[src/core/park_ctrl_pkg.sv]
/*
 Package for the reset, fast-park and test-point control block: timing counts,
 state enumeration and the packed carriers used on the block's ports.
 Assumes a single 10 MHz system clock and a synchronous active-high reset.
*/
// Notes on behaviour
// - Rising reset release starts self-configuration
// - Outputs stay inactive while reset held low
// - Test points tristated during reset, pulldown
// - Sample test points 1.5 us after release
// - Sampled high test point selects test mode
// - Active-low fast park parks mirror array
package park_ctrl_pkg;
   localparam int CLK_PERIOD_NS = 100;
   localparam int SAMPLE_DELAY_NS = 1500;
   // Approximate instant, rounded down to whole cycles
   localparam int SAMPLE_DELAY_CYC = (SAMPLE_DELAY_NS / CLK_PERIOD_NS < 1) ? 1 : SAMPLE_DELAY_NS / CLK_PERIOD_NS;
   localparam int CNT_W = 5;
   localparam logic [CNT_W-1:0] SAMPLE_CNT = CNT_W'(SAMPLE_DELAY_CYC - 1);
   localparam int TP_W = 8;
   localparam logic [TP_W-1:0] TP_OE_N_RESET = 8'hff;
   localparam logic [TP_W-1:0] TP_OUT_RESET = 8'h00;
   localparam logic [TP_W-1:0] MODE_RESET = 8'h00;
   localparam logic [TP_W-1:0] TP_OE_N_DRIVE = 8'h00;
   localparam logic [TP_W-1:0] TP_SYNC_RESET = 8'h00;
   // Synchronisers start as power-on reset asserted, park released
   localparam logic [1:0] SYNC_POR_RESET = 2'h0;
   localparam logic [1:0] SYNC_PARK_RESET = 2'h3;

   typedef enum logic [2:0] {
      ST_HELD,
      ST_WAIT_SAMPLE,
      ST_CONFIG,
      ST_RUN,
      ST_PARKING,
      ST_PARKED
   } ctrl_state_t;

   // Test-point pins: input, output value, active-low output enable
   typedef struct packed {
      logic [TP_W-1:0] level;
   } tp_in_t;
   typedef struct packed {
      logic [TP_W-1:0] value;
      logic [TP_W-1:0] oe_n;
   } tp_out_t;
endpackage

[src/core/park_ctrl.sv]
/*
 Reset release, fast park and test-point mode selection for a display
 controller. The power-on reset, fast park and test-point pad levels all
 arrive from outside the clock domain and each passes two flip-flops before
 the sequencer looks at it. After the power-on reset rises the block pulses
 a configuration start, waits the sample interval with the test points
 tristated, captures them as the test-mode code and then drives them.
 A fast park request is latched until the power-on reset goes low again.
 Outputs all come straight from flip-flops.
 Assumes the test-point pads carry a weak pulldown outside this logic, so an
 open pin reads low; the pad cell turns value and active-low enable into the
 pin. CONFIG_DONE and PARK_DONE come from logic on the same clock, and RESET
 is synchronous and active high.
*/
module park_ctrl
(
   input wire logic SYS_CLK,
   input wire logic RESET,
   input wire logic POWER_ON_RESET_N,
   input wire logic FAST_PARK_N,
   input wire logic CONFIG_DONE,
   input wire logic PARK_DONE,
   input wire park_ctrl_pkg::tp_in_t TEST_POINT_IN,
   input wire logic [park_ctrl_pkg::TP_W-1:0] TEST_POINT_DATA,
   output park_ctrl_pkg::tp_out_t TEST_POINT_OUT,
   output logic CONFIG_START,
   output logic PARK_REQUEST,
   output logic FUNCTION_ACTIVE,
   output logic TEST_MODE_ACTIVE,
   output logic [park_ctrl_pkg::TP_W-1:0] TEST_MODE_SELECT
);
   import park_ctrl_pkg::*;

   // Synchroniser stages for the asynchronous pins
   logic [1:0] rst_sync;
   logic [1:0] park_sync;
   logic [TP_W-1:0] tp_meta;
   logic [TP_W-1:0] tp_sync;
   logic [1:0] next_rst_sync;
   logic [1:0] next_park_sync;
   logic [TP_W-1:0] next_tp_meta;
   logic [TP_W-1:0] next_tp_sync;

   // Sequencer state and registered outputs
   ctrl_state_t state;
   ctrl_state_t next_state;
   // Counts down the sample interval
   logic [CNT_W-1:0] count;
   logic [CNT_W-1:0] next_count;
   logic [TP_W-1:0] mode;
   logic [TP_W-1:0] next_mode;
   tp_out_t tp_out;
   tp_out_t next_tp_out;
   logic cfg_start;
   logic next_cfg_start;
   logic park_req;
   logic next_park_req;
   logic active;
   logic next_active;
   // Registered test-mode flag keeps the output straight from a flip-flop
   logic test_mode;
   logic next_test_mode;

   // Two-stage synchronisers; first stage feeds only the second
   // A metastable first stage must never fan out into the sequencer
   always_comb
   begin
      next_rst_sync = {rst_sync[0], POWER_ON_RESET_N};
      next_park_sync = {park_sync[0], FAST_PARK_N};
      next_tp_meta = TEST_POINT_IN.level;
      next_tp_sync = tp_meta;
   end

   // Synchroniser registers
   always_ff @(posedge SYS_CLK)
   begin
      if (RESET)
      begin
         rst_sync <= SYNC_POR_RESET;
         park_sync <= SYNC_PARK_RESET;
         tp_meta <= TP_SYNC_RESET;
         tp_sync <= TP_SYNC_RESET;
      end
      else
      begin
         rst_sync <= next_rst_sync;
         park_sync <= next_park_sync;
         tp_meta <= next_tp_meta;
         tp_sync <= next_tp_sync;
      end
   end

   // Sequencer: reset hold, sample wait, configuration, run and park
   always_comb
   begin
      next_state = state;
      next_count = count;
      next_mode = mode;
      next_tp_out = tp_out;
      next_cfg_start = 1'b0;
      next_park_req = park_req;
      next_active = active;
      next_test_mode = test_mode;
      // Power-on reset low acts as a functional reset
      if (!rst_sync[1])
      begin
         next_state = ST_HELD;
         next_park_req = 1'b0;
         next_active = 1'b0;
         next_tp_out.oe_n = TP_OE_N_RESET;
         next_tp_out.value = TP_OUT_RESET;
         next_count = SAMPLE_CNT;
         // A stale test-mode code would read as active while held
         next_mode = MODE_RESET;
         next_test_mode = 1'b0;
      end
      else
      begin
         unique case (state)
            // Only reached here with the synchronised reset high
            ST_HELD:
            begin
               next_state = ST_WAIT_SAMPLE;
               next_count = SAMPLE_CNT;
               next_cfg_start = 1'b1;
            end
            // Count down the sample interval, pins still tristated
            ST_WAIT_SAMPLE:
            begin
               if (count == '0)
               begin
                  next_mode = tp_sync;
                  next_test_mode = |tp_sync;
                  next_tp_out.oe_n = TP_OE_N_DRIVE;
                  next_state = ST_CONFIG;
               end
               else
                  next_count = count - 1'b1;
            end
            // Wait for the configuration logic to finish
            ST_CONFIG:
            begin
               if (CONFIG_DONE)
               begin
                  next_state = ST_RUN;
                  next_active = 1'b1;
               end
            end
            // Normal operation until a park request
            ST_RUN:
               next_active = 1'b1;
            // Mirror array parking in progress
            ST_PARKING:
            begin
               if (PARK_DONE)
               begin
                  next_state = ST_PARKED;
                  next_active = 1'b0;
               end
            end
            // Parked and latched until power-on reset goes low
            ST_PARKED:
               next_active = 1'b0;
         endcase
         // pins driven as outputs once sampled
         // Value stays zero while a park left the pins tristated
         if (state != ST_HELD && state != ST_WAIT_SAMPLE && tp_out.oe_n == TP_OE_N_DRIVE)
            next_tp_out.value = TEST_POINT_DATA;
         // fast park overrides any running state
         // Park also wins the next state over CONFIG_DONE in the same cycle, but FUNCTION_ACTIVE still rises
         if (!park_sync[1] && state != ST_HELD && state != ST_PARKING && state != ST_PARKED)
         begin
            next_state = ST_PARKING;
            next_park_req = 1'b1;
         end
      end
   end

   // Sequencer registers; synchronous reset only
   always_ff @(posedge SYS_CLK)
   begin
      if (RESET)
      begin
         state <= ST_HELD;
         count <= SAMPLE_CNT;
         mode <= MODE_RESET;
         tp_out <= '{value: TP_OUT_RESET, oe_n: TP_OE_N_RESET};
         cfg_start <= 1'b0;
         park_req <= 1'b0;
         active <= 1'b0;
         test_mode <= 1'b0;
      end
      else
      begin
         state <= next_state;
         count <= next_count;
         mode <= next_mode;
         tp_out <= next_tp_out;
         cfg_start <= next_cfg_start;
         park_req <= next_park_req;
         active <= next_active;
         test_mode <= next_test_mode;
      end
   end

   // Outputs straight from flip-flops
   assign TEST_POINT_OUT = tp_out;
   assign CONFIG_START = cfg_start;
   assign PARK_REQUEST = park_req;
   // Run indication; the test modes themselves lie outside this block
   assign FUNCTION_ACTIVE = active;
   // any sampled high bit selects test mode
   assign TEST_MODE_ACTIVE = test_mode;
   assign TEST_MODE_SELECT = mode;
endmodule

[config.mk]
export PLATFORM = sky130hd
export DESIGN_NAME = park_ctrl
export DESIGN_NICKNAME = d
export VERILOG_FILES = /design/src/core/park_ctrl_pkg.sv /design/src/core/park_ctrl.sv
export SDC_FILE = /design/constraint.sdc
export NUM_CORES = 1
export LEC_CHECK = 0
export BUFFER_PORTS_ARGS = -buffer_cell sky130_fd_sc_hd__buf_4
export CORE_UTILIZATION = 46
export CTS_CLUSTER_SIZE = 40
export DETAILED_ROUTE_END_ITERATION = 8
export PLACE_DENSITY = 0.82
export SLEW_MARGIN = 10
export SYNTH_ARGS = -nofsm -noshare
export SYNTH_HDL_FRONTEND = slang
export SYNTH_SLANG_ARGS = --single-unit
[constraint.sdc]
create_clock -name SYS_CLK -period 1.5 [get_ports SYS_CLK]
set_input_delay 0.075 -clock SYS_CLK [delete_from_list [all_inputs] [get_ports SYS_CLK]]
set_output_delay 0.075 -clock SYS_CLK [all_outputs]
set_load 0.02 [all_outputs]
==> out/qor.csv, run 1 <==
metric,value,unit
run status,"complete, but fails checks",
failing checks,negative hold slack,
Antenna Cells,0,
layout cells sized above 1,33.5,%
f_max,0.699,GHz
Min-Delay Path Class,in -> reg,
# H-tree levels,2,
post-route ant nets,0,
DR vias,1591,
post-synthesis simple-gate area fraction,22.3,%
largest net degree at the start of global routing,23,
share of flip-flops with an asynchronous set or reset,0,%
multiplexer share of the synthesized area,0,%
initial antenna violation count,0,
Nets,283,
Worst Hold Depth,2,
xor-xnor portion of the synthesized cell area,0,%
Critical Path RT,1.70,ns
worst-path fanout max,6,
Clock Path Buffers,2,
Finished Core Util,67.2,%
main combinational cell family by area after synthesis,simple AND/OR/NAND/NOR gates,
Worst-path clk slew,0.09,ns
worst slew pin tran,0.517,ns
GR Overflow Total,0,
Hold WS,-0.0117,ns
global-route wire length before repair,6.25,mm
worst setup path endpoint,count[3],
critical path startpoint,state[2],
worst skew pair latency,0.31,ns
"Distinct cells, synth",40,
setup TNS,0,ns
Mapped Cells,197,
Worst IR Drop VDD,0.647,mV
Synth Net Count,221,
die area,4260,µm²
Die W,65.3,µm
reg2reg start,state[2],
Initial Utilization,49.2,%
ys flop type,dfxtp_1,
Die H,65.3,µm
vias in the first global route,1424,
DRT Pass-1 Iters,4,
largest cells by area after synthesis,"dfxtp_1, nor2b_1, a21oi_1",
CP Capture Type,register,
worst path arrival time,1.64,ns
adder-cell share of the synthesized area,1.36,%
# clock sinks,49,
DRC viols,0,
flop-to-flop setup slack,0.07,ns
Synth Area in Compound Gates,15.2,%
WL/cell,12.6,µm
Synth area leader,dfxtp_1,
CTS tree,yes,
post-synthesis sequential area ratio,53.2,%
CTS root buf,clkbuf_8,
Port Buffers,49,
startpoint types,register,
vias per std cell,5.17,
synthesized area,1840,µm²
"count leader, synth",dfxtp_1,
yosys warns,0,
Rel. slew slack,65.5,%
Final Hold Vio Count,2,
Pwr Density,880,nW/µm²
Worst Skew,0.00992,ns
row count,22,
GPL Wtd Cong,0.950,
Num CTS Buffers,5,
syn_area_per_cell,9.36,µm²
crit path kind,reg -> reg,
Area growth syn-to-layout,36.6,%
post-synth top area share,53.2,%
Seq cells post-synth,49,
"top cells by count, synth","dfxtp_1, nor2b_1, a21oi_1, nand2_1, o21ai_0",
worst r2r dst,count[3],
number of flops mapped to enable cells by yosys,0,
Max Slew Vio Count,0,
period utilisation layout,95.4,%
path depth of the worst reg2reg path,3,
final setup violation count,0,
initial drt markers,59,
total wire length,3.87,mm
Core Region,3740,µm²
I/O pin cnt,50,
max cap viols,0,
HPWL after DPL,2.60,mm
leakage,0.999,nW
Final Critical Period,1.43,ns
total track usage,19.6,%
[per-layer routing]
| layer | vias up | part of all wire, % | track usage, % |
|---|---|---|---|
| met5 | - | 0 | 0 |
| met4 | 0 | 1.9 | 8.15 |
| met1 | 737 | 42 | 21.9 |
| met2 | 55 | 50 | 34.3 |
| li1 | 792 | - | - |
| met3 | 7 | 6.4 | 6.08 |
[placed cells by master (no fill, tap or decap), types with 2 or more instances in the layout]
master / instances
dlygate4sd3_1: 11
clkinvlp_4: 2
nor3_1: 2
nand3_1: 8
or4b_4: 2
o211ai_1: 2
or2_2: 3
o21ai_1: 9
nand4_1: 2
dfxtp_1: 49
inv_1: 4
nor4_1: 5
nor2b_1: 20
clkbuf_8: 5
nand2b_1: 3
o21a_1: 2
inv_2: 2
nand2_1: 18
buf_4: 64
a21oi_1: 18
nor3b_2: 2
nor2_1: 4
[cells by family (layout without fill, tap and decap cells)]
logic type / after synthesis / in the layout
fa+ha+maj: 2 / 2
buf+inv: 27 / 89
compound gates: 45 / 45
flops: 49 / 49
simple gates: 74 / 75
[timing repair]
action,CTS,global route
hold buffers,9,2
pin swaps,0,0
hold endpoints to repair,9,2
endpoints found under the setup margin,3,11
setup buffers,0,2
resized for setup,3,7
cloned,1,0
[area by class of cell]
class                           count  area [µm²]
Fill cell                         298        1230
Sequential cell                    49         981
Multi-Input combinational cell    122         776
Timing Repair Buffer               75         591
Clock buffer                        6        72.6
Tap cell                           48        60.1
Inverter                            6        22.5
Clock inverter                      2        15.0
[worst min-delay path by stage]
stage / from / endpoint / slack [ns]
after floorplan: FAST_PARK_N / park_sync[0] / 0.18
after global placement: FAST_PARK_N / park_sync[0] / 0.26
after detailed placement: FAST_PARK_N / park_sync[0] / 0.27
after CTS: TEST_POINT_DATA[6] / TEST_POINT_OUT[14] / 0.0003
after global routing: TEST_POINT_IN[5] / next_tp_sync[5] / 0.0008
final: TEST_POINT_IN[5] / next_tp_sync[5] / -0.01
[sequential cells by signal (all words and copies together) (netlist names)]
name and count:
tp_sync 8, state 3, PARK_REQUEST 1, park_sync 2, TEST_MODE_SELECT 8, rst_sync 2, FUNCTION_ACTIVE 1, TEST_MODE_ACTIVE 1
count 5, next_tp_sync 8, TEST_POINT_OUT 9, CONFIG_START 1
[per-stage QoR]
stage / total power, W / setup slack [ns] / area (µm²) / hold slack [ns] / cells
after floorplan: 0.00141 / -0.0569 / 1870 / 0.179 / 197
after global placement: 0.00146 / 0.0308 / 2260 / 0.259 / 286
after detailed placement: 0.00146 / -0.0474 / 2260 / 0.265 / 286
after CTS: 0.00223 / -0.0215 / 2460 / 0.000326 / 304
after global routing: 0.00232 / -0.0279 / 2520 / 0.000783 / 308
final: 0.00222 / 0.0689 / 2520 / -0.0117 / 308
[worst max-delay path: stages, from the launching register on]
cell     delay [ns]
dfxtp_1        0.36
or2_1          0.25
or4_1          0.40
a221o_1        0.32
[where the power goes]
part,switching [W],leakage [nW],internal (W)
sequential,0.00000778,0.399,0.00133
clock,0.000431,0.0374,0.000328
combinational,0.0000437,0.562,0.0000785
total,0.000483,0.999,0.00173
No activity file was read; power rests on OpenSTA's default activity.
==> run 2, diff against run 1 <==
==> constraint.sdc (replaced) <==
create_clock -name SYS_CLK -period 1.5 [get_ports SYS_CLK]
set_input_delay 0.15 -clock SYS_CLK [delete_from_list [all_inputs] [get_ports SYS_CLK]]
set_output_delay 0.15 -clock SYS_CLK [all_outputs]
set_load 0.02 [all_outputs]
==> out/qor.csv, run 2 (same netlist as run 1, synthesis figures left out) <==
metric,value,unit,change
period utilisation layout,95.3,%,about the same
largest net degree at the start of global routing,23,,unchanged
Port Buffers,49,,unchanged
critical path depth,5,,+2
Area growth syn-to-layout,29.8,%,
worst r2r dst,TEST_MODE_SELECT[2],,
initial antenna violation count,0,,unchanged
Min-Delay Path Class,in -> reg,,
worst slew pin tran,0.508,ns,-0.00858 ns
total track usage,17.6,%,-2.0 points
die area,4260,µm²,unchanged
run status,"complete, no violations",,
Most Crowded Layer GR,met2,,
power share of the sequential group,60.0,%,-0.2 points
DRC viols,0,,unchanged
vias in the first global route,1315,,-7.7%
Worst Skew,0.0108,ns,+0.000907 ns
"Buf+Inv Stages, Crit Path",1,,+1
Inst Count DP,286,,unchanged
initial drt markers,61,,+3.4%
Sw Share,22.4,%,+0.58 points
flop-to-flop setup slack,0.07,ns,about the same
HPWL after DPL,2.46,mm,-5.3%
f_max,0.699,GHz,about the same
row count,22,,unchanged
reg2reg start,count[1],,
Worst IR Drop VDD,0.694,mV,+7.3%
met3 usage,5.21,%,-0.87 points
met2 Use GR,30.8,%,-3.5 points
Initial Utilization,49.2,%,unchanged
Comb pwr share,4.3,%,-1.2 points
Final Critical Period,1.43,ns,-0.00114 ns
cell family contributing the most delay on the critical path,simple AND/OR/NAND/NOR gates,,
Largest register FFs,9,,unchanged
crit path kind,reg -> reg,,
"commonest non-fill, non-tap cells in the layout","buf_4, dfxtp_1, nor2b_1",,
post-route ant nets,0,,unchanged
Clock Path Buffers,2,,unchanged
final cell count without fillers,295,,-4.2%
P_sw,0.000497,W,+2.9%
DRT Pass-1 Iters,4,,unchanged
CP cell instances,"inv_2, ha_4, or4b_4, o21ai_1, a21oi_1",,
setup TNS,0,ns,unchanged
Critical Path RT,1.70,ns,about the same
CTS tree,yes,,
Num CTS Buffers,5,,unchanged
area of the multi-input gates,769,µm²,-0.81%
Hold WS,0.0268,ns,+0.0385 ns
GPL Wtd Cong,0.877,,-7.7%
vias per std cell,5.11,,-1.0%
register area,981,µm²,unchanged
"slowest stage delay, CP",0.52,ns,+0.12 ns
Core Region,3740,µm²,unchanged
met1 GRT Util,20.0,%,-1.9 points
Die W,65.3,µm,unchanged
total wire length,3.57,mm,-7.9%
critical path startpoint,count[1],,
leakage,0.945,nW,-5.4%
Nets,270,,-4.6%
# fillers,324,,+8.7%
final setup violation count,0,,unchanged
"commonest non-fill, non-tap cell in the layout",buf_4,,
Final Hold Vio Count,0,,-2
RSZ-0062 raised after global routing,false,,
DR vias,1508,,-5.2%
Rel. slew slack,66.0,%,+0.57 points
Die H,65.3,µm,unchanged
# H-tree levels,2,,unchanged
path depth of the worst reg2reg path,5,,+2
postcts setup bufs,0,,unchanged
Power Total,0.00222,W,+0.28%
worst path arrival time,1.63,ns,about the same
min setup slack post-route,0.0701,ns,+0.00114 ns
WL/cell,12.1,µm,-3.8%
worst setup path endpoint,TEST_MODE_SELECT[2],,
"Slowest-stage cell, CP",or4b_4,,
Worst-path clk slew,0.09,ns,about the same
# clock sinks,49,,unchanged
startpoint types,register,,
global-route wire length before repair,5.67,mm,-9.3%
worst-path fanout max,6,,unchanged
Max Slew Vio Count,0,,unchanged
max cap viols,0,,unchanged
cts hold-fix bufs,0,,-9
I/O pin cnt,50,,unchanged
Pint,0.00173,W,-0.46%
Antenna Cells,0,,unchanged
Pwr Density,929,nW/µm²,+5.5%
Place WS,-0.0121,ns,+0.0353 ns
worst skew pair latency,0.31,ns,about the same
CP Capture Type,register,,
CTS root buf,clkbuf_8,,
Clock Power Share,35.6,%,+1.3 points
GR Overflow Total,0,,unchanged
layout cells sized above 1,34.4,%,+0.95 points
## run 2: what timing repair did
action,in CTS,in global routing
endpoints found under the setup margin,1,14
resized for setup,1,7
pin swaps,0,0
gates cloned,1,0
## run 2: power by group through the flow
stage | registers [W] | logic, W | clock network [W]
global route | 0.00134 | 0.000107 | 0.000881
CTS | 0.00133 | 0.0000971 | 0.000816
finish | 0.00133 | 0.0000965 | 0.000792
global placement | 0.00136 | 0.0000946 | 0
detailed placement | 0.00136 | 0.0000971 | 0
floorplan | 0.00136 | 0.0000433 | 0
## run 2: per-layer routing
layer,routed length (µm),vias up,share of wire [%]
li1,-,767,-
met1,1560,684,44
met2,1720,52,48
met3,235,5,6.6
met4,51,0,1.4
met5,0,-,0
## run 2: through the flow
step / instance area (µm²) / util [%]
after CTS: 2370 / 63.2
after global routing: 2390 / 63.9
after global placement: 2260 / 60.3
after detailed placement: 2260 / 60.3
final: 2390 / 63.9
after floorplan: 1870 / -
## run 2: how the worst min path moves through the flow
stage / startpoint / endpoint / slack [ns] / cells after the start
3_3_place_gp: FAST_PARK_N / park_sync[0] / 0.33 / 2
6_report: FAST_PARK_N / park_sync[0] / 0.03 / 2
3_5_place_dp: FAST_PARK_N / park_sync[0] / 0.34 / 2
4_1_cts: FAST_PARK_N / park_sync[0] / 0.02 / 2
2_1_floorplan: FAST_PARK_N / park_sync[0] / 0.25 / 1
5_1_grt: FAST_PARK_N / park_sync[0] / 0.02 / 2
## run 2: layout make-up
cell class / instances / share of cell area [%]
Clock inverter: 3 / 1.05
Inverter: 6 / 0.941
Tap cell: 48 / 2.51
Timing Repair Buffer: 62 / 19.5
Multi-Input combinational cell: 122 / 32.2
Sequential cell: 49 / 41.0
Clock buffer: 5 / 2.88
